File: config.mk
export PLATFORM = sky130hd
export DESIGN_NAME = bridge_fault_supervisor
export DESIGN_NICKNAME = d
export VERILOG_FILES = /design/src/rtl/bridge_fault_supervisor.v
export VERILOG_INCLUDE_DIRS = /design/src /design/src/common
export SDC_FILE = /design/constraint.sdc
export NUM_CORES = 1
export LEC_CHECK = 0
export ABC_AREA = 1
export ABC_CLOCK_PERIOD_IN_PS = 4700
export BUFFER_PORTS_ARGS = -buffer_cell sky130_fd_sc_hd__buf_4
export CAP_MARGIN = 25
export CORE_MARGIN = 3
export CORE_UTILIZATION = 40
export DETAILED_ROUTE_END_ITERATION = 10
export GPL_TIMING_DRIVEN = 0
export HOLD_SLACK_MARGIN = 0.03
export PLACE_DENSITY = 0.63
export SETUP_SLACK_MARGIN = 0.1
export SKIP_LAST_GASP = 1
export SLEW_MARGIN = 15
export SYNTH_ARGS = -nofsm -noshare
export SYNTH_HDL_FRONTEND = slang
export SYNTH_SLANG_ARGS = --single-unit
File: constraint.sdc
create_clock -name ref_clk_in -period 4.7 [get_ports ref_clk_in]
set_input_delay 1.175 -clock ref_clk_in [delete_from_list [all_inputs] [get_ports ref_clk_in]]
set_output_delay 1.175 -clock ref_clk_in [all_outputs]
set_load 0.005 [all_outputs]
File: src/common/bridge_fault_consts.vh
// Constants for the bridge fault supervisor
`ifndef BRIDGE_FAULT_CONSTS_VH
`define BRIDGE_FAULT_CONSTS_VH

`define CLK_PERIOD_NS 10
`define SUPPLY_LOW_FILTER_NS 1000
`define SUPPLY_LOW_FILTER_CYC ((`SUPPLY_LOW_FILTER_NS + `CLK_PERIOD_NS - 1) / `CLK_PERIOD_NS)
`define LOGIC_LOW_FILTER_NS 1000
`define LOGIC_LOW_FILTER_CYC ((`LOGIC_LOW_FILTER_NS + `CLK_PERIOD_NS - 1) / `CLK_PERIOD_NS)
`define LOGIC_HIGH_FILTER_NS 100000
`define LOGIC_HIGH_FILTER_CYC ((`LOGIC_HIGH_FILTER_NS + `CLK_PERIOD_NS - 1) / `CLK_PERIOD_NS)
`define IDLE_SETTLE_NS 10000
`define IDLE_SETTLE_CYC ((`IDLE_SETTLE_NS + `CLK_PERIOD_NS - 1) / `CLK_PERIOD_NS)

`define REG_DIAG 4'h0
`define REG_CTRL 4'h4
`define REG_IRQ_STATUS 4'h8
`define REG_IRQ_MASK 4'hC

`define DIAG_SUPPLY_LOW 0
`define DIAG_OPEN_LOAD 1
`define DIAG_SHORT_GND 2
`define DIAG_LOGIC_HIGH 3
`define DIAG_CUR_REG 4
`define DIAG_THERM_WARN 5
`define DIAG_THERM_SD 6
`define DIAG_BRIDGE_ON 7
`define DIAG_OVERCUR_LSB 8
`define DIAG_SHORT_BAT 12

`define CTRL_CLEAR_POLICY 0
`define CTRL_RESET 1'h0

`define EV_SUPPLY_LOW 0
`define EV_LOGIC_HIGH 1
`define EV_OFF_DIAG 2
`define EV_OVERCUR 3
`define EV_THERM_SD 4
`define EV_WIDTH 5

`define MEAS_SHORT_GND_MIN 8'hC0
`define MEAS_SHORT_BAT_MAX 8'h40
`define MEAS_OPEN_MIN 8'h78
`define MEAS_OPEN_MAX 8'h88

`endif

File: src/rtl/bridge_fault_supervisor.v
// Fault supervision, off-state diagnosis and register slave for a motor bridge
`include "bridge_fault_consts.vh"
module bridge_fault_supervisor #(
    parameter LOGIC_HIGH_FILTER_CYC = `LOGIC_HIGH_FILTER_CYC,
    parameter IDLE_SETTLE_CYC = `IDLE_SETTLE_CYC
) (
    input wire ref_clk_in,
    input wire reset_in,
    input wire [3:0] avs_address_in,
    input wire avs_read_in,
    input wire avs_write_in,
    input wire [31:0] avs_writedata_in,
    input wire [3:0] avs_byteenable_in,
    output wire [31:0] avs_readdata_out,
    output wire avs_waitrequest_out,
    output wire irq_out,
    input wire supply_below_trip_in,
    input wire supply_above_recover_in,
    input wire logic_above_trip_in,
    input wire logic_below_trip_in,
    input wire logic_above_recover_in,
    input wire enable_in,
    input wire shutoff_input_in,
    input wire polarity_select_in,
    input wire switching_pulse_in,
    input wire current_regulating_in,
    input wire thermal_warning_in,
    input wire thermal_shutdown_in,
    input wire [3:0] overcurrent_in,
    input wire [7:0] meas_current_in,
    output wire bridge_terminal_a_out,
    output wire bridge_terminal_a_oe_n_out,
    output wire bridge_terminal_b_out,
    output wire bridge_terminal_b_oe_n_out,
    output wire meas_source_en_out,
    output wire sleep_out,
    output wire failure_summary_indicator_out
);

    localparam ST_ON = 2'h0;
    localparam ST_SETTLE = 2'h1;
    localparam ST_MEASURE = 2'h2;
    localparam ST_DONE = 2'h3;

    // Saturating filter counter, restarts when the condition drops
    function [16:0] filt_next;
        input [16:0] cnt;
        input cond;
        input [16:0] limit;
        begin
            if (!cond) begin
                filt_next = 17'h0;
            end else if (cnt < limit) begin
                filt_next = cnt + 17'h1;
            end else begin
                filt_next = cnt;
            end
        end
    endfunction

    reg [16:0] sl_cnt_ff;
    reg [16:0] lh_cnt_ff;
    reg [16:0] ll_cnt_ff;
    reg [16:0] settle_cnt_ff;
    reg supply_low_ff;
    reg sleep_ff;
    reg restart_ff;
    reg logic_high_ff;
    reg open_load_ff;
    reg short_gnd_ff;
    reg short_bat_ff;
    reg cur_reg_ff;
    reg therm_warn_ff;
    reg therm_sd_ff;
    reg [3:0] overcur_ff;
    reg bridge_on_ff;
    reg active_prev_ff;
    reg first_diag_ff;
    reg [1:0] diag_state_ff;
    reg clear_policy_ff;
    reg [`EV_WIDTH-1:0] irq_stat_ff;
    reg [`EV_WIDTH-1:0] irq_mask_ff;
    reg irq_ff;
    reg [31:0] rdata_ff;
    reg wait_ff;
    reg term_a_ff;
    reg term_b_ff;
    reg oe_n_ff;
    reg source_en_ff;
    reg fsi_ff;

    reg [1:0] nxt_diag_state;
    reg [16:0] nxt_settle_cnt;
    reg nxt_open;
    reg nxt_sgnd;
    reg nxt_sbat;
    reg [31:0] nxt_rdata;

    // Logic supply recovery acts as a power-on reset for everything but the monitors and the bus answer
    wire soft_rst = reset_in | restart_ff;
    wire req = avs_read_in | avs_write_in;
    wire accept = req & ~wait_ff;
    wire rd_diag = accept & avs_read_in & (avs_address_in == `REG_DIAG);
    wire wr_ctrl = accept & avs_write_in & (avs_address_in == `REG_CTRL) & avs_byteenable_in[0];
    wire wr_mask = accept & avs_write_in & (avs_address_in == `REG_IRQ_MASK)
        & avs_byteenable_in[0];
    wire rd_stat = accept & avs_read_in & (avs_address_in == `REG_IRQ_STATUS);

    wire active = enable_in & ~shutoff_input_in;
    wire enable_edge = active & ~active_prev_ff;
    wire clr_any = enable_edge | rd_diag;
    wire clr_kept = enable_edge | (rd_diag & ~clear_policy_ff);

    wire [16:0] sl_nxt = filt_next(sl_cnt_ff, supply_below_trip_in,
        `SUPPLY_LOW_FILTER_CYC);
    wire [16:0] lh_nxt = filt_next(lh_cnt_ff, logic_above_trip_in,
        LOGIC_HIGH_FILTER_CYC[16:0]);
    wire [16:0] ll_nxt = filt_next(ll_cnt_ff, logic_below_trip_in & ~sleep_ff,
        `LOGIC_LOW_FILTER_CYC);
    wire sl_hit = (sl_nxt == `SUPPLY_LOW_FILTER_CYC);
    wire lh_hit = (lh_nxt == LOGIC_HIGH_FILTER_CYC[16:0]);
    wire ll_hit = (ll_nxt == `LOGIC_LOW_FILTER_CYC);

    wire nxt_supply_low = sl_hit | (supply_low_ff & ~supply_above_recover_in);
    wire nxt_logic_high = lh_hit | (logic_high_ff & ~clr_kept);
    wire nxt_therm_sd = thermal_shutdown_in | (therm_sd_ff & ~clr_kept);
    wire [3:0] nxt_overcur = overcurrent_in | (overcur_ff & ~{4{clr_kept}});
    wire nxt_cur_reg = current_regulating_in | (cur_reg_ff & ~clr_any);
    wire nxt_therm_warn = thermal_warning_in | (therm_warn_ff & ~clr_any);

    // Status bits (current regulating, thermal warning) stay out of this term
    wire fault = nxt_supply_low | nxt_logic_high | nxt_therm_sd | (|nxt_overcur)
        | sleep_ff;
    wire nxt_bridge_on = active & ~fault;

    wire meas_sgnd = (meas_current_in >= `MEAS_SHORT_GND_MIN);
    wire meas_sbat = (meas_current_in <= `MEAS_SHORT_BAT_MAX);
    wire meas_open = (meas_current_in >= `MEAS_OPEN_MIN) & (meas_current_in <= `MEAS_OPEN_MAX);

    wire [15:0] diag_word = {3'h0, short_bat_ff, overcur_ff, bridge_on_ff, therm_sd_ff,
        therm_warn_ff, cur_reg_ff, logic_high_ff, short_gnd_ff, open_load_ff,
        supply_low_ff};

    wire [`EV_WIDTH-1:0] events = {thermal_shutdown_in & ~therm_sd_ff,
        (|(overcurrent_in & ~overcur_ff)),
        (nxt_open & ~open_load_ff) | (nxt_sgnd & ~short_gnd_ff) | (nxt_sbat & ~short_bat_ff),
        lh_hit & ~logic_high_ff,
        sl_hit & ~supply_low_ff};
    // Read clears status, but an event in that cycle still sets it
    wire [`EV_WIDTH-1:0] nxt_irq_stat = events | (irq_stat_ff & ~{`EV_WIDTH{rd_stat}});
    wire [`EV_WIDTH-1:0] nxt_irq_mask = wr_mask ? avs_writedata_in[`EV_WIDTH-1:0]
        : irq_mask_ff;

    // Off-state diagnosis sequencer
    always @* begin
        nxt_diag_state = diag_state_ff;
        nxt_settle_cnt = settle_cnt_ff;
        nxt_open = open_load_ff & ~clr_any;
        nxt_sgnd = short_gnd_ff & ~clr_any;
        nxt_sbat = short_bat_ff & ~clr_any;
        case (diag_state_ff)
            ST_ON: begin
                nxt_settle_cnt = 17'h0;
                if (!bridge_on_ff) begin
                    // Skip the settle wait only for the first pass after power-up
                    nxt_diag_state = first_diag_ff ? ST_MEASURE : ST_SETTLE;
                end
            end
            ST_SETTLE: begin
                if (bridge_on_ff) begin
                    nxt_diag_state = ST_ON;
                end else if (settle_cnt_ff >= IDLE_SETTLE_CYC[16:0] - 17'h1) begin
                    nxt_diag_state = ST_MEASURE;
                end else begin
                    nxt_settle_cnt = settle_cnt_ff + 17'h1;
                end
            end
            ST_MEASURE: begin
                if (bridge_on_ff) begin
                    nxt_diag_state = ST_ON;
                end else if (source_en_ff) begin
                    // Evaluate only once the source has had a cycle to act
                    nxt_open = nxt_open | meas_open;
                    nxt_sgnd = nxt_sgnd | meas_sgnd;
                    nxt_sbat = nxt_sbat | meas_sbat;
                    nxt_diag_state = ST_DONE;
                end
            end
            ST_DONE: begin
                if (bridge_on_ff) begin
                    nxt_diag_state = ST_ON;
                end
            end
            default: begin
                nxt_diag_state = ST_ON;
            end
        endcase
    end

    always @* begin
        case (avs_address_in)
            `REG_DIAG: nxt_rdata = {16'h0, diag_word};
            `REG_CTRL: nxt_rdata = {31'h0, clear_policy_ff};
            `REG_IRQ_STATUS: nxt_rdata = {{(32-`EV_WIDTH){1'b0}}, irq_stat_ff};
            `REG_IRQ_MASK: nxt_rdata = {{(32-`EV_WIDTH){1'b0}}, irq_mask_ff};
            default: nxt_rdata = 32'h0;
        endcase
    end

    // Supply monitors and sleep survive the soft restart
    always @(posedge ref_clk_in) begin
        if (reset_in) begin
            sl_cnt_ff <= 17'h0;
            lh_cnt_ff <= 17'h0;
            ll_cnt_ff <= 17'h0;
            supply_low_ff <= 1'b0;
            sleep_ff <= 1'b0;
            restart_ff <= 1'b0;
        end else begin
            sl_cnt_ff <= sl_nxt;
            lh_cnt_ff <= lh_nxt;
            ll_cnt_ff <= ll_nxt;
            supply_low_ff <= nxt_supply_low;
            restart_ff <= sleep_ff & logic_above_recover_in;
            if (ll_hit) begin
                sleep_ff <= 1'b1;
            end else if (logic_above_recover_in) begin
                sleep_ff <= 1'b0;
            end
        end
    end

    always @(posedge ref_clk_in) begin
        if (soft_rst) begin
            logic_high_ff <= 1'b0;
            open_load_ff <= 1'b0;
            short_gnd_ff <= 1'b0;
            short_bat_ff <= 1'b0;
            cur_reg_ff <= 1'b0;
            therm_warn_ff <= 1'b0;
            therm_sd_ff <= 1'b0;
            overcur_ff <= 4'h0;
            bridge_on_ff <= 1'b0;
            active_prev_ff <= 1'b0;
            first_diag_ff <= 1'b1;
            diag_state_ff <= ST_ON;
            settle_cnt_ff <= 17'h0;
            clear_policy_ff <= `CTRL_RESET;
            irq_stat_ff <= {`EV_WIDTH{1'b0}};
            irq_mask_ff <= {`EV_WIDTH{1'b0}};
            irq_ff <= 1'b0;
            term_a_ff <= 1'b0;
            term_b_ff <= 1'b0;
            oe_n_ff <= 1'b1;
            source_en_ff <= 1'b0;
            fsi_ff <= 1'b0;
        end else begin
            logic_high_ff <= nxt_logic_high;
            therm_sd_ff <= nxt_therm_sd;
            overcur_ff <= nxt_overcur;
            cur_reg_ff <= nxt_cur_reg;
            therm_warn_ff <= nxt_therm_warn;
            open_load_ff <= nxt_open;
            short_gnd_ff <= nxt_sgnd;
            short_bat_ff <= nxt_sbat;
            bridge_on_ff <= nxt_bridge_on;
            active_prev_ff <= active;
            diag_state_ff <= nxt_diag_state;
            settle_cnt_ff <= nxt_settle_cnt;
            if (nxt_bridge_on) begin
                first_diag_ff <= 1'b0;
            end
            // Clear policy is configuration; a supply low leaves it alone, the logic supply restart resets it
            if (wr_ctrl) begin
                clear_policy_ff <= avs_writedata_in[`CTRL_CLEAR_POLICY];
            end
            irq_stat_ff <= nxt_irq_stat;
            irq_mask_ff <= nxt_irq_mask;
            irq_ff <= |(nxt_irq_stat & nxt_irq_mask);
            term_a_ff <= nxt_bridge_on & switching_pulse_in & polarity_select_in;
            term_b_ff <= nxt_bridge_on & switching_pulse_in & ~polarity_select_in;
            oe_n_ff <= ~nxt_bridge_on;
            // Source off while the supply is low, avoids back-feeding the bridge
            source_en_ff <= ~nxt_bridge_on & ~nxt_supply_low & ~sleep_ff
                & (nxt_diag_state == ST_SETTLE || nxt_diag_state == ST_MEASURE);
            fsi_ff <= fault;
        end
    end

    // Bus answer: one wait cycle, then the access completes
    always @(posedge ref_clk_in) begin
        if (reset_in) begin
            wait_ff <= 1'b1;
            rdata_ff <= 32'h0;
        end else begin
            wait_ff <= ~(req & wait_ff);
            if (req & wait_ff) begin
                rdata_ff <= nxt_rdata;
            end
        end
    end

    assign avs_readdata_out = rdata_ff;
    assign avs_waitrequest_out = wait_ff;
    assign irq_out = irq_ff;
    assign bridge_terminal_a_out = term_a_ff;
    assign bridge_terminal_b_out = term_b_ff;
    assign bridge_terminal_a_oe_n_out = oe_n_ff;
    assign bridge_terminal_b_oe_n_out = oe_n_ff;
    assign meas_source_en_out = source_en_ff;
    assign sleep_out = sleep_ff;
    assign failure_summary_indicator_out = fsi_ff;

endmodule
==> results of run 1 <==
-- logic make-up after synthesis --
| group | synth area share |
|---|---|
| compound gates | 0.0990 |
| xor+xnor | 0.0157 |
| fa+ha+maj | 0.00898 |
| buf+inv | 0.124 |
| flops | 0.424 |
| other cells | 0.000673 |
| simple gates | 0.328 |
-- metrics by stage --
stage / cell area, um^2 / instances
after floorplan: 5640 / 832
after global placement: 6290 / 1065
after detailed placement: 6290 / 1065
after CTS: 6890 / 1097
after global routing: 6890 / 1097
final: 6890 / 1097
-- registers in the layout (all words and copies together) (netlist names), 2 cells and up --
register	count
avs_readdata_out	13
diag_state_ff	2
irq_mask_ff	5
irq_stat_ff	5
lh_cnt_ff	17
ll_cnt_ff	17
overcur_ff	4
settle_cnt_ff	17
sl_cnt_ff	17
-- Yosys cell counts, drive strengths merged, types with 7 or more instances --
library cell  count  share of area
nand4            11          0.012
nor3             22          0.021
a211oi            7         0.0094
a21oi            35          0.032
nand2           192           0.13
o21ai            38          0.035
nor2            136          0.099
inv             124          0.084
clkbuf           13         0.0088
nand3            54          0.056
dfxtp           118           0.42
buf              23          0.031
-- worst reg2reg max path: cells and delay by family (launching register included) --
| family | cells | cell delay [ns] |
|---|---|---|
| buf+inv | 2 | 0.18 |
| simple gates | 13 | 1.65 |
| flops | 1 | 0.30 |
-- area by class of cell --
class | count | area [um^2]
Buffer | 36 | 220
Clock buffer | 24 | 502
Clock inverter | 8 | 95.1
Fill cell | 1381 | 6570
Inverter | 125 | 469
Multi-Input combinational cell | 553 | 2590
Sequential cell | 118 | 2360
Tap cell | 176 | 220
Timing Repair Buffer | 57 | 428
-- worst paths after layout --
check | start | end | slack, ns | depth (start not counted)
min reg2reg | sl_cnt_ff[7] | sl_cnt_ff[7] | 0.43 | 2
max | avs_address_in[1] | bridge_terminal_a_out | 1.85 | 12
min | sl_cnt_ff[7] | sl_cnt_ff[7] | 0.43 | 2
max reg2reg | sl_cnt_ff[8] | bridge_terminal_a_out | 2.50 | 15
-- power breakdown --
group	switching [W]	internal (W)	total, W
Sequential	0.0000175	0.00103	0.00104
Combinational	0.000114	0.0000780	0.000192
Clock	0.000437	0.000846	0.00128
Total	0.000568	0.00195	0.00252
-- metal layers --
metal	wire length (um)	global-route usage
met5	0	0
met2	5660	0.268
met1	6530	0.240
met4	142	0.0548
met3	780	0.0527
-- cell usage in the layout, fill, tap and decap left out, types with 2 or more instances in the layout --
| master | instances |
|---|---|
| sky130_fd_sc_hd__clkinvlp_4 | 2 |
| sky130_fd_sc_hd__clkbuf_16 | 17 |
| sky130_fd_sc_hd__nor2_2 | 7 |
| sky130_fd_sc_hd__a21oi_1 | 34 |
| sky130_fd_sc_hd__o21ai_1 | 4 |
| sky130_fd_sc_hd__nand3_1 | 46 |
| sky130_fd_sc_hd__a211oi_1 | 7 |
| sky130_fd_sc_hd__dfxtp_1 | 118 |
| sky130_fd_sc_hd__ha_1 | 4 |
| sky130_fd_sc_hd__inv_1 | 117 |
| sky130_fd_sc_hd__nand2_1 | 188 |
| sky130_fd_sc_hd__o21bai_1 | 4 |
| sky130_fd_sc_hd__xor2_1 | 6 |
| sky130_fd_sc_hd__nor2_4 | 3 |
| sky130_fd_sc_hd__nand4_1 | 11 |
| sky130_fd_sc_hd__clkinv_2 | 4 |
| sky130_fd_sc_hd__nand2_2 | 4 |
| sky130_fd_sc_hd__clkbuf_8 | 5 |
| sky130_fd_sc_hd__conb_1 | 19 |
| sky130_fd_sc_hd__nand3_2 | 8 |
| sky130_fd_sc_hd__buf_4 | 77 |
| sky130_fd_sc_hd__inv_2 | 7 |
| sky130_fd_sc_hd__buf_2 | 2 |
| sky130_fd_sc_hd__nor2_1 | 126 |
| sky130_fd_sc_hd__nor4_1 | 3 |
| sky130_fd_sc_hd__bufinv_16 | 2 |
| sky130_fd_sc_hd__nand3b_1 | 3 |
| sky130_fd_sc_hd__o211ai_1 | 3 |
| sky130_fd_sc_hd__nor3_1 | 21 |
| sky130_fd_sc_hd__clkbuf_1 | 15 |
| sky130_fd_sc_hd__o22ai_1 | 4 |
| sky130_fd_sc_hd__xnor2_1 | 4 |
| sky130_fd_sc_hd__o21ai_0 | 33 |
==> reports/summary.log, run 1 <==
[yosys] average cell area after synthesis 6.85 um^2
[run] max-cap check violation count 0
[clocking] clock tree root buffer cell sky130_fd_sc_hd__clkbuf_16
[timing] tightest slew margin relative to the limit 0.602
[floorplanning] Die ar. 15400 um^2
[grt] aggregate global routing overflow 0
[power] PD cells 366 nW/um^2
[clocking] Inserted Clock Buffers 17
[yosys] sequential-to-total area share from yosys stat 0.424
[placement] placer congestion estimate 0.849
[power] total power draw 0.00252 W
[timing] Post-Route Setup TNS 0 ns
[routing] count of TritonRoute iterations in the first routing pass 5
[floorplanning] Die Ht 124 um
[cells_and_area] Final Core Density 0.512
[setup_path] cell with the largest stage delay on the worst path sky130_fd_sc_hd__nor3_1
[clocking] cts-stage hold buffer count 0
[setup_path] Critical path buffers and inverters 1
[routing] Remaining DRCs 0
[placement] count of buffers inserted at the top-level ports 57
[setup_path] endpoint class of the critical path flip-flop
[power] largest vdd supply drop 0.237 mV
[clocking] TritonCTS clock tree done
[clocking] Clock Latency Late Sink 0.41 ns
[routing] Detailed Route WL 13100 um
[timing] Final Hold Vio Count 0
[grt] global-route wire length before repair 21300 um
[grt] Tot GR Track Use 0.176
[yosys] Cell Area, Synth 5570 um^2
[routing] Antenna Nets Post-Route 0
[grt] via count of the first global-routing pass 4656
[setup_path] maximum fanout count along the critical path 5
[yosys] number of enable flip-flop cells after synthesis 0
[yosys] number of register bits inferred by synthesis 118
[grt] initial antenna violation count 0
[yosys] leading register cell type out of synthesis sky130_fd_sc_hd__dfxtp_1
[routing] vias after detailed routing 5101
[yosys] share of flip-flops with an asynchronous set or reset after synthesis 0
[setup_path] Worst EP required 5.04 ns
[cells_and_area] antenna cell count 0
[timing] Hold Worst Slack 0.427 ns
[worst_hold_path] worst hold path type flip-flop to flip-flop
[clocking] Reg clk slew, reported paths 0.05 ns
[clocking] buffer depth of the longest clock path 2
[placement] post-placement setup slack 1.46 ns
[timing] unrepaired setup endpoints after global routing no
[placement] HPWL Detailed 9790 um
[setup_path] chain of cells forming the critical path buf_4 > nor2_1 > nand3_1 > nor3_1 > nand2_1 > nand2_1 > o21bai_1 > nor2_1 > nand4_1 > nor2_1 > nand4_1 > nor2_1
[setup_path] type of the setup path with the least slack input pin to flip-flop
[setup_path] startpoint kind of the worst setup timing path input pin
[power] leakage power 3.12 nW
[routing] Initial DRC Count 316
[clocking] post_cts resized 0
[setup_path] Critical Path Max Stage Delay 0.27 ns
[timing] number of setup violations in the final report 0
[timing] Tightest Pin Transition 0.597 ns
[routing] mean routed wirelength per cell 11.9 um
[yosys] Yosys Warn Count 0
[timing] number of max-slew violations in the final report 0
[timing] Max Fclk 351 MHz
[floorplanning] number of placement rows 42
[clocking] TritonCTS sink count 118
[grt] maximum number of pins on one net before global-route repair 17
[setup_path] arrival time reported for the critical path endpoint 3.19 ns
[floorplanning] initial standard-cell utilization of the core 0.414
[floorplanning] die boundary width 124 um
[clocking] Setup Fix Bufs, Post-CTS 0
[timing] setup slack of the critical path after layout 1.85 ns
[setup_path] family with the most delay on the worst path simple AND/OR/NAND/NOR gates
[floorplanning] I/O pin count 109
[timing] share of the cycle needed by the critical path after routing 0.606
[routing] via density per instance 4.65
[clocking] H-tree depth 4
[timing] final period demand of the worst path 2.85 ns
[outcome] status finished, final reports clean
[cells_and_area] layout cell share with drive strength beyond 1 0.155
[setup_path] Top cell by count, worst path sky130_fd_sc_hd__nor2_1
[timing] setup skew after layout 0.00676 ns
[floorplanning] Std-Cell Core Area 13500 um^2
[yosys] instance count of the mapped netlist 814
[yosys] Distinct cells, synth 41
[cells_and_area] final layout net count 980
[cells_and_area] area added between synthesis and finish 23.5%
Power figures use the tool's default switching activity.
==> run 2, diff against run 1 <==
--- a/config.mk
+++ b/config.mk
@@ -7,7 +7,7 @@
 export NUM_CORES = 1
 export LEC_CHECK = 0
 export ABC_AREA = 1
-export ABC_CLOCK_PERIOD_IN_PS = 4700
+export ABC_CLOCK_PERIOD_IN_PS = 2300
 export BUFFER_PORTS_ARGS = -buffer_cell sky130_fd_sc_hd__buf_4
 export CAP_MARGIN = 25
 export CORE_MARGIN = 3
@@ -15,7 +15,7 @@
 export DETAILED_ROUTE_END_ITERATION = 10
 export GPL_TIMING_DRIVEN = 0
 export HOLD_SLACK_MARGIN = 0.03
-export PLACE_DENSITY = 0.63
+export PLACE_DENSITY = 0.65
 export SETUP_SLACK_MARGIN = 0.1
 export SKIP_LAST_GASP = 1
 export SLEW_MARGIN = 15
==> constraint.sdc (replaced) <==
create_clock -name ref_clk_in -period 2.3 [get_ports ref_clk_in]
set_input_delay 0.575 -clock ref_clk_in [delete_from_list [all_inputs] [get_ports ref_clk_in]]
set_output_delay 0.575 -clock ref_clk_in [all_outputs]
set_load 0.005 [all_outputs]
==> run 2 against run 1 <==
Against the previous run: register-to-register slack got worse by 2.3 ns; sequential share of layout area decreased by 0.62 points; highest routed layer unchanged; sequential power increased by 100%; global-route usage increased by 0.13 points; clock-buffer cell count decreased by 7; wire length increased by 0.69%; combinational power increased by 110%; clock power increased by 100%; first-iteration DRC count increased by 5.7%.
==> reports/summary.log, run 2 (same netlist as run 1, synthesis figures left out) <==
[setup_path] capturing point of the worst reg2reg path bridge_terminal_a_out
[power] leakage power 3.14 nW
[timing] Final Hold Vio Count 0
[setup_path] Worst EP required 2.66 ns
[routing] Remaining DRCs 0
[worst_hold_path] critical hold path startpoint polarity_select_in
[placement] post-placement setup slack -0.459 ns
[setup_path] Critical path buffers and inverters 1
[placement] HPWL Detailed 9730 um
[floorplanning] die boundary width 124 um
[timing] final period demand of the worst path 2.09 ns
[clocking] TritonCTS sink count 118
[floorplanning] Std-Cell Core Area 13500 um^2
[cells_and_area] total area of sequential cells 2370 um^2
[setup_path] endpoint class of the critical path flip-flop
[cells_and_area] layout filler cell count 1348
[timing] Hold Worst Slack 0.318 ns
[timing] number of setup violations in the final report 0
[floorplanning] initial standard-cell utilization of the core 0.414
[outcome] status finished, final reports clean
[placement] placer congestion estimate 0.845
[routing] count of TritonRoute iterations in the first routing pass 6
[grt] initial antenna violation count 0
[timing] number of max-slew violations in the final report 0
[clocking] Reg clk slew, reported paths 0.05 ns
[routing] mean routed wirelength per cell 12.0 um
[routing] vias after detailed routing 5203
[floorplanning] number of placement rows 42
[setup_path] Critical Path Max Stage Delay 0.20 ns
[placement] count of buffers inserted at the top-level ports 57
[timing] unrepaired setup endpoints after global routing yes
[cells_and_area] most common cell after layout, fill and taps aside sky130_fd_sc_hd__nand2_1
[cells_and_area] area added between synthesis and finish 26.1%
[worst_hold_path] worst hold path type input pin to flip-flop
[cells_and_area] antenna cell count 0
[clocking] clock tree root buffer cell sky130_fd_sc_hd__clkbuf_16
[setup_path] cell with the largest stage delay on the worst path sky130_fd_sc_hd__nand4_1
[power] largest vdd supply drop 0.527 mV
[clocking] TritonCTS clock tree done
[setup_path] type of the setup path with the least slack input pin to flip-flop
[floorplanning] I/O pin count 109
[cells_and_area] highest-count cells in the layout ignoring fill and taps sky130_fd_sc_hd__nand2_1 (186), sky130_fd_sc_hd__inv_1 (117), sky130_fd_sc_hd__nor2_1 (116), sky130_fd_sc_hd__dfxtp_1 (114), sky130_fd_sc_hd__buf_4 (81)
[routing] Detailed Route WL 13200 um
[grt] Tot GR Track Use 0.178
[grt] maximum number of pins on one net before global-route repair 17
[setup_path] flop2flop setup slack 0.24 ns
[setup_path] chain of cells forming the critical path buf_4 > nor2_1 > nand3_2 > nor3_4 > nand2_1 > nand2_1 > o21bai_1 > nor2_1 > nand4_1 > nor2_4 > nand4_1 > nor2_2
[floorplanning] Die Ht 124 um
[routing] Antenna Nets Post-Route 0
[timing] Tightest Pin Transition 0.597 ns
[floorplanning] Die ar. 15400 um^2
[worst_hold_path] instance count along the most critical hold path 2
[setup_path] startpoint kind of the worst setup timing path input pin
[setup_path] maximum fanout count along the critical path 5
[timing] setup skew after layout 0.0254 ns
[clocking] Clock Latency Late Sink 0.43 ns
[grt] aggregate global routing overflow 0
[clocking] buffer depth of the longest clock path 2
[clocking] Inserted Clock Buffers 17
[setup_path] beginning of the worst register-to-register path lh_cnt_ff[1]
[grt] via count of the first global-routing pass 4591
[setup_path] arrival time reported for the critical path endpoint 2.45 ns
[timing] share of the cycle needed by the critical path after routing 0.910
[routing] via density per instance 4.73
[cells_and_area] area of the multi-input gates 2710 um^2
[cells_and_area] final layout net count 984
[timing] setup slack of the critical path after layout 0.206 ns
[clocking] H-tree depth 4
[routing] Initial DRC Count 334
[setup_path] family with the most delay on the worst path simple AND/OR/NAND/NOR gates
[run] max-cap check violation count 0
[timing] Max Fclk 478 MHz
[grt] global-route wire length before repair 21300 um
[setup_path] worst-case reg-to-reg path depth 15
[power] PD cells 727 nW/um^2
[timing] tightest slew margin relative to the limit 0.602
[cells_and_area] layout cell share with drive strength beyond 1 0.191
[worst_hold_path] Worst Hold End bridge_terminal_b_out
-- run 2: cell count changes in the layout (fill, tap and decap cells not counted), moves of 4 or more --
cell                         change
sky130_fd_sc_hd__dfxtp_2         +4
sky130_fd_sc_hd__clkbuf_1        -4
sky130_fd_sc_hd__nor2_1         -10
sky130_fd_sc_hd__clkinvlp_4      +6
sky130_fd_sc_hd__nor2_2          +7
sky130_fd_sc_hd__clkbuf_8        -5
sky130_fd_sc_hd__buf_4           +4
sky130_fd_sc_hd__dfxtp_1         -4
-- run 2: repair_timing --
action,4_1_cts,5_1_grt
buffers inserted,1,3
pin swaps,3,4
hold buffers,0,0
endpoints found under the setup margin,2,33
resized for setup,4,35
-- run 2: through the flow --
step           setup TNS (ns)  utilization  area, um^2  power, W  std cells
2_1_floorplan               0            -        5640   0.00241        832
3_3_place_gp            -7.55        0.468        6290   0.00256       1065
3_5_place_dp            -7.06        0.468        6290   0.00256       1065
4_1_cts                     0        0.512        6890   0.00515       1098
5_1_grt                     0        0.522        7030   0.00530       1101
6_report                    0        0.522        7030   0.00511       1101
-- run 2: worst max-delay path by stage --
stage / startpoint / endpoint / slack [ns] / cells after the start
2_1_floorplan: avs_address_in[1] / first_diag_ff / 0.29 / 12
3_3_place_gp: avs_address_in[1] / bridge_terminal_a_out / -0.46 / 12
3_5_place_dp: avs_address_in[1] / bridge_terminal_a_out / -0.46 / 12
4_1_cts: lh_cnt_ff[11] / bridge_terminal_a_out / 0.12 / 15
5_1_grt: lh_cnt_ff[4] / bridge_terminal_a_out / 0.05 / 12
6_report: avs_address_in[1] / bridge_terminal_a_out / 0.21 / 12
-- run 2: cell type report --
class                   instances  area share
plain buffers                  36      0.0317
inverters                     125      0.0668
flip-flops and latches        118       0.337
multi-input cells             553       0.385
well taps                     176      0.0313
repair buffers                 61      0.0652
clock inverters                15      0.0223
clock buffers                  17      0.0605
-- run 2: layer usage --
layer  part of all wire  wire length [um]  GRT usage
met4              0.010               137     0.0561
met1               0.49              6420      0.243
met3              0.058               762     0.0536
met2               0.45              5880      0.269
met5                  0                 0          0
-- run 2: where the power goes --
group | switching (W) | total [W] | internal [W]
clock network | 0.000982 | 0.00257 | 0.00159
registers | 0.0000366 | 0.00213 | 0.00210
logic | 0.000240 | 0.000405 | 0.000164
-- run 2: worst register-to-register path, cell delays in order (launching register included) --
cell	delay (ns)
sky130_fd_sc_hd__dfxtp_1	0.36
sky130_fd_sc_hd__ha_2	0.21
sky130_fd_sc_hd__nand3_2	0.12
sky130_fd_sc_hd__inv_1	0.10
sky130_fd_sc_hd__nand2_1	0.09
sky130_fd_sc_hd__nor2_2	0.12
sky130_fd_sc_hd__nand3_1	0.08
sky130_fd_sc_hd__nand2_1	0.07
sky130_fd_sc_hd__nand2_1	0.07
sky130_fd_sc_hd__nand3_1	0.10
sky130_fd_sc_hd__nor2_2	0.04
sky130_fd_sc_hd__nand3_2	0.07
sky130_fd_sc_hd__nor2_4	0.05
sky130_fd_sc_hd__nor2_4	0.14
sky130_fd_sc_hd__nand4_1	0.20
sky130_fd_sc_hd__nor2_2	0.18
==> run 3, diff against run 2 <==
--- a/config.mk
+++ b/config.mk
@@ -7,7 +7,7 @@
 export NUM_CORES = 1
 export LEC_CHECK = 0
 export ABC_AREA = 1
-export ABC_CLOCK_PERIOD_IN_PS = 2300
+export ABC_CLOCK_PERIOD_IN_PS = 1800
 export BUFFER_PORTS_ARGS = -buffer_cell sky130_fd_sc_hd__buf_4
 export CAP_MARGIN = 25
 export CORE_MARGIN = 3
==> constraint.sdc (replaced) <==
create_clock -name ref_clk_in -period 1.8 [get_ports ref_clk_in]
set_input_delay 0.45 -clock ref_clk_in [delete_from_list [all_inputs] [get_ports ref_clk_in]]
set_output_delay 0.45 -clock ref_clk_in [all_outputs]
set_load 0.005 [all_outputs]
==> run 3 against run 2 <==
Against the previous run: the run now ends with negative setup slack left; final cell count is 3.3% higher; largest cell class unchanged; total power is 34% higher; non-clock buffer count is 36 higher; sequential power is 28% higher.
==> reports/summary.log, run 3 (same netlist as run 1, synthesis figures left out) <==
[floorplanning] die boundary width 124 um
[timing] Post-Route Setup TNS -1.26 ns
[grt] Tot GR Track Use 0.186
[cells_and_area] antenna cell count 0
[timing] setup slack of the critical path after layout -0.183 ns
[clocking] H-tree depth 4
[floorplanning] initial standard-cell utilization of the core 0.414
[timing] Tightest Pin Transition 0.585 ns
[timing] tightest slew margin relative to the limit 0.610
[grt] global-route wire length before repair 22700 um
[placement] cell area after placement 6340 um^2
[grt] via count of the first global-routing pass 4846
[floorplanning] Die ar. 15400 um^2
[cells_and_area] cell area after layout 7910 um^2
[placement] HPWL Detailed 9860 um
[cells_and_area] most common cell after layout, fill and taps aside sky130_fd_sc_hd__nand2_1
[routing] via density per instance 4.74
[floorplanning] I/O pin count 109
[clocking] Inserted Clock Buffers 17
[routing] mean routed wirelength per cell 12.8 um
[routing] Initial DRC Count 330
[setup_path] beginning of the worst register-to-register path lh_cnt_ff[12]
[setup_path] maximum fanout count along the critical path 8
[placement] post-placement setup slack -0.694 ns
[placement] count of buffers inserted at the top-level ports 57
[setup_path] arrival time reported for the critical path endpoint 2.29 ns
[setup_path] Critical Path Max Stage Delay 0.35 ns
[cells_and_area] area added between synthesis and finish 41.9%
[timing] unrepaired setup endpoints after global routing yes
[clocking] Clock Latency Late Sink 0.41 ns
[floorplanning] number of placement rows 42
[cells_and_area] final layout net count 1020
[routing] count of TritonRoute iterations in the first routing pass 4
[grt] aggregate global routing overflow 0
[placement] placer congestion estimate 0.902
[floorplanning] Std-Cell Core Area 13500 um^2
[routing] Antenna Nets Post-Route 0
[setup_path] start point of the critical path lh_cnt_ff[12]
[timing] number of max-slew violations in the final report 0
[setup_path] Setup crit end bridge_terminal_a_out
[routing] Remaining DRCs 0
[setup_path] flop2flop setup slack -0.18 ns
[power] total power draw 0.00683 W
[clocking] TritonCTS clock tree done
[setup_path] cell with the largest stage delay on the worst path sky130_fd_sc_hd__dfxtp_4
[setup_path] capturing point of the worst reg2reg path bridge_terminal_a_out
[cells_and_area] layout cell share with drive strength beyond 1 0.344
[timing] Hold Worst Slack 0.201 ns
[clocking] TritonCTS sink count 118
[setup_path] Top cell by count, worst path sky130_fd_sc_hd__nor2_4
[cells_and_area] highest-count cells in the layout ignoring fill and taps sky130_fd_sc_hd__nand2_1 (157), sky130_fd_sc_hd__inv_1 (107), sky130_fd_sc_hd__buf_4 (104), sky130_fd_sc_hd__nor2_1 (98), sky130_fd_sc_hd__dfxtp_1 (85)
[setup_path] type of the setup path with the least slack flip-flop to flip-flop
[setup_path] endpoint class of the critical path flip-flop
[timing] number of setup violations in the final report 11
[timing] Final Hold Vio Count 0
[clocking] cts-stage hold buffer count 0
[outcome] violations in the final reports negative setup slack
[run] max-cap check violation count 0
[floorplanning] Die Ht 124 um
[setup_path] Worst EP required 2.10 ns
[cells_and_area] layout filler cell count 1231
[setup_path] chain of cells forming the critical path nor2_4 > inv_2 > buf_4 > a21oi_4 > nand2_4 > o21ai_0 > nand3_1 > nor2_4 > nand2_2 > nor2_4 > nor2_4 > nand4_1 > nor2_1
[power] largest vdd supply drop 0.637 mV
[timing] Max Fclk 504 MHz
[power] leakage power 3.52 nW
[grt] maximum number of pins on one net before global-route repair 17
[grt] initial antenna violation count 0
[clocking] Reg clk slew, reported paths 0.05 ns
[routing] vias after detailed routing 5392
[timing] final period demand of the worst path 1.98 ns
[routing] Detailed Route WL 14600 um
[clocking] clock tree root buffer cell sky130_fd_sc_hd__clkbuf_16
[power] PD cells 864 nW/um^2
[timing] share of the cycle needed by the critical path after routing 1.10
[setup_path] startpoint kind of the worst setup timing path flip-flop
[outcome] status finished, violations left
[clocking] buffer depth of the longest clock path 2
[timing] setup skew after layout 0.00730 ns
[worst_hold_path] worst hold path type input pin to flip-flop
[setup_path] worst-case reg-to-reg path depth 13
[run 3: area by class of cell]
class | instances | area (um^2) | area share
sequential | 118 | 2420 | 0.306
clock inverter | 8 | 120 | 0.0152
tap | 176 | 220 | 0.0278
timing repair buffer | 97 | 777 | 0.0983
clock buffer | 24 | 492 | 0.0622
inverter | 125 | 478 | 0.0604
buffer | 36 | 228 | 0.0288
multi-input combinational | 553 | 3170 | 0.401
[run 3: critical path: cells and delay by family, from the launching register on]
kind / cells / cell delay, ns
compound gates: 2 / 0.33
buf+inv: 2 / 0.18
flops: 1 / 0.35
simple gates: 9 / 1.01
[run 3: power breakdown]
| group | switching, W | leakage [nW] | internal [W] |
|---|---|---|---|
| sequential | 0.0000572 | 0.976 | 0.00268 |
| combinational | 0.000347 | 2.25 | 0.000264 |
| clock | 0.00117 | 0.296 | 0.00232 |
[run 3: worst min-delay path by stage]
stage | start | to | depth (start not counted)
finish | polarity_select_in | bridge_terminal_b_out | 2
floorplan | sl_cnt_ff[7] | sl_cnt_ff[7] | 2
global placement | sl_cnt_ff[7] | sl_cnt_ff[7] | 2
CTS | polarity_select_in | bridge_terminal_b_out | 2
detailed placement | sl_cnt_ff[7] | sl_cnt_ff[7] | 2
global route | polarity_select_in | bridge_terminal_b_out | 2
[run 3: stage by stage]
| step | cells | utilization |
|---|---|---|
| 4_1_cts | 1118 | 0.546 |
| 3_3_place_gp | 1065 | 0.472 |
| 2_1_floorplan | 832 | - |
| 3_5_place_dp | 1065 | 0.472 |
| 6_report | 1137 | 0.588 |
| 5_1_grt | 1137 | 0.588 |
[run 3: what timing repair did]
item	in CTS	in global routing
hold endpoints to repair	0	0
resized for setup	78	129
buffers inserted	20	24
pin swaps	20	42
setup endpoints to repair	41	44
cloned	1	0
[run 3: routing by layer]
layer	vias up	track usage	wire length (um)
li1	2798	-	-
met1	2474	0.248	6840
met2	98	0.303	6900
met3	22	0.0404	575
met4	0	0.0561	249
met5	-	0	0
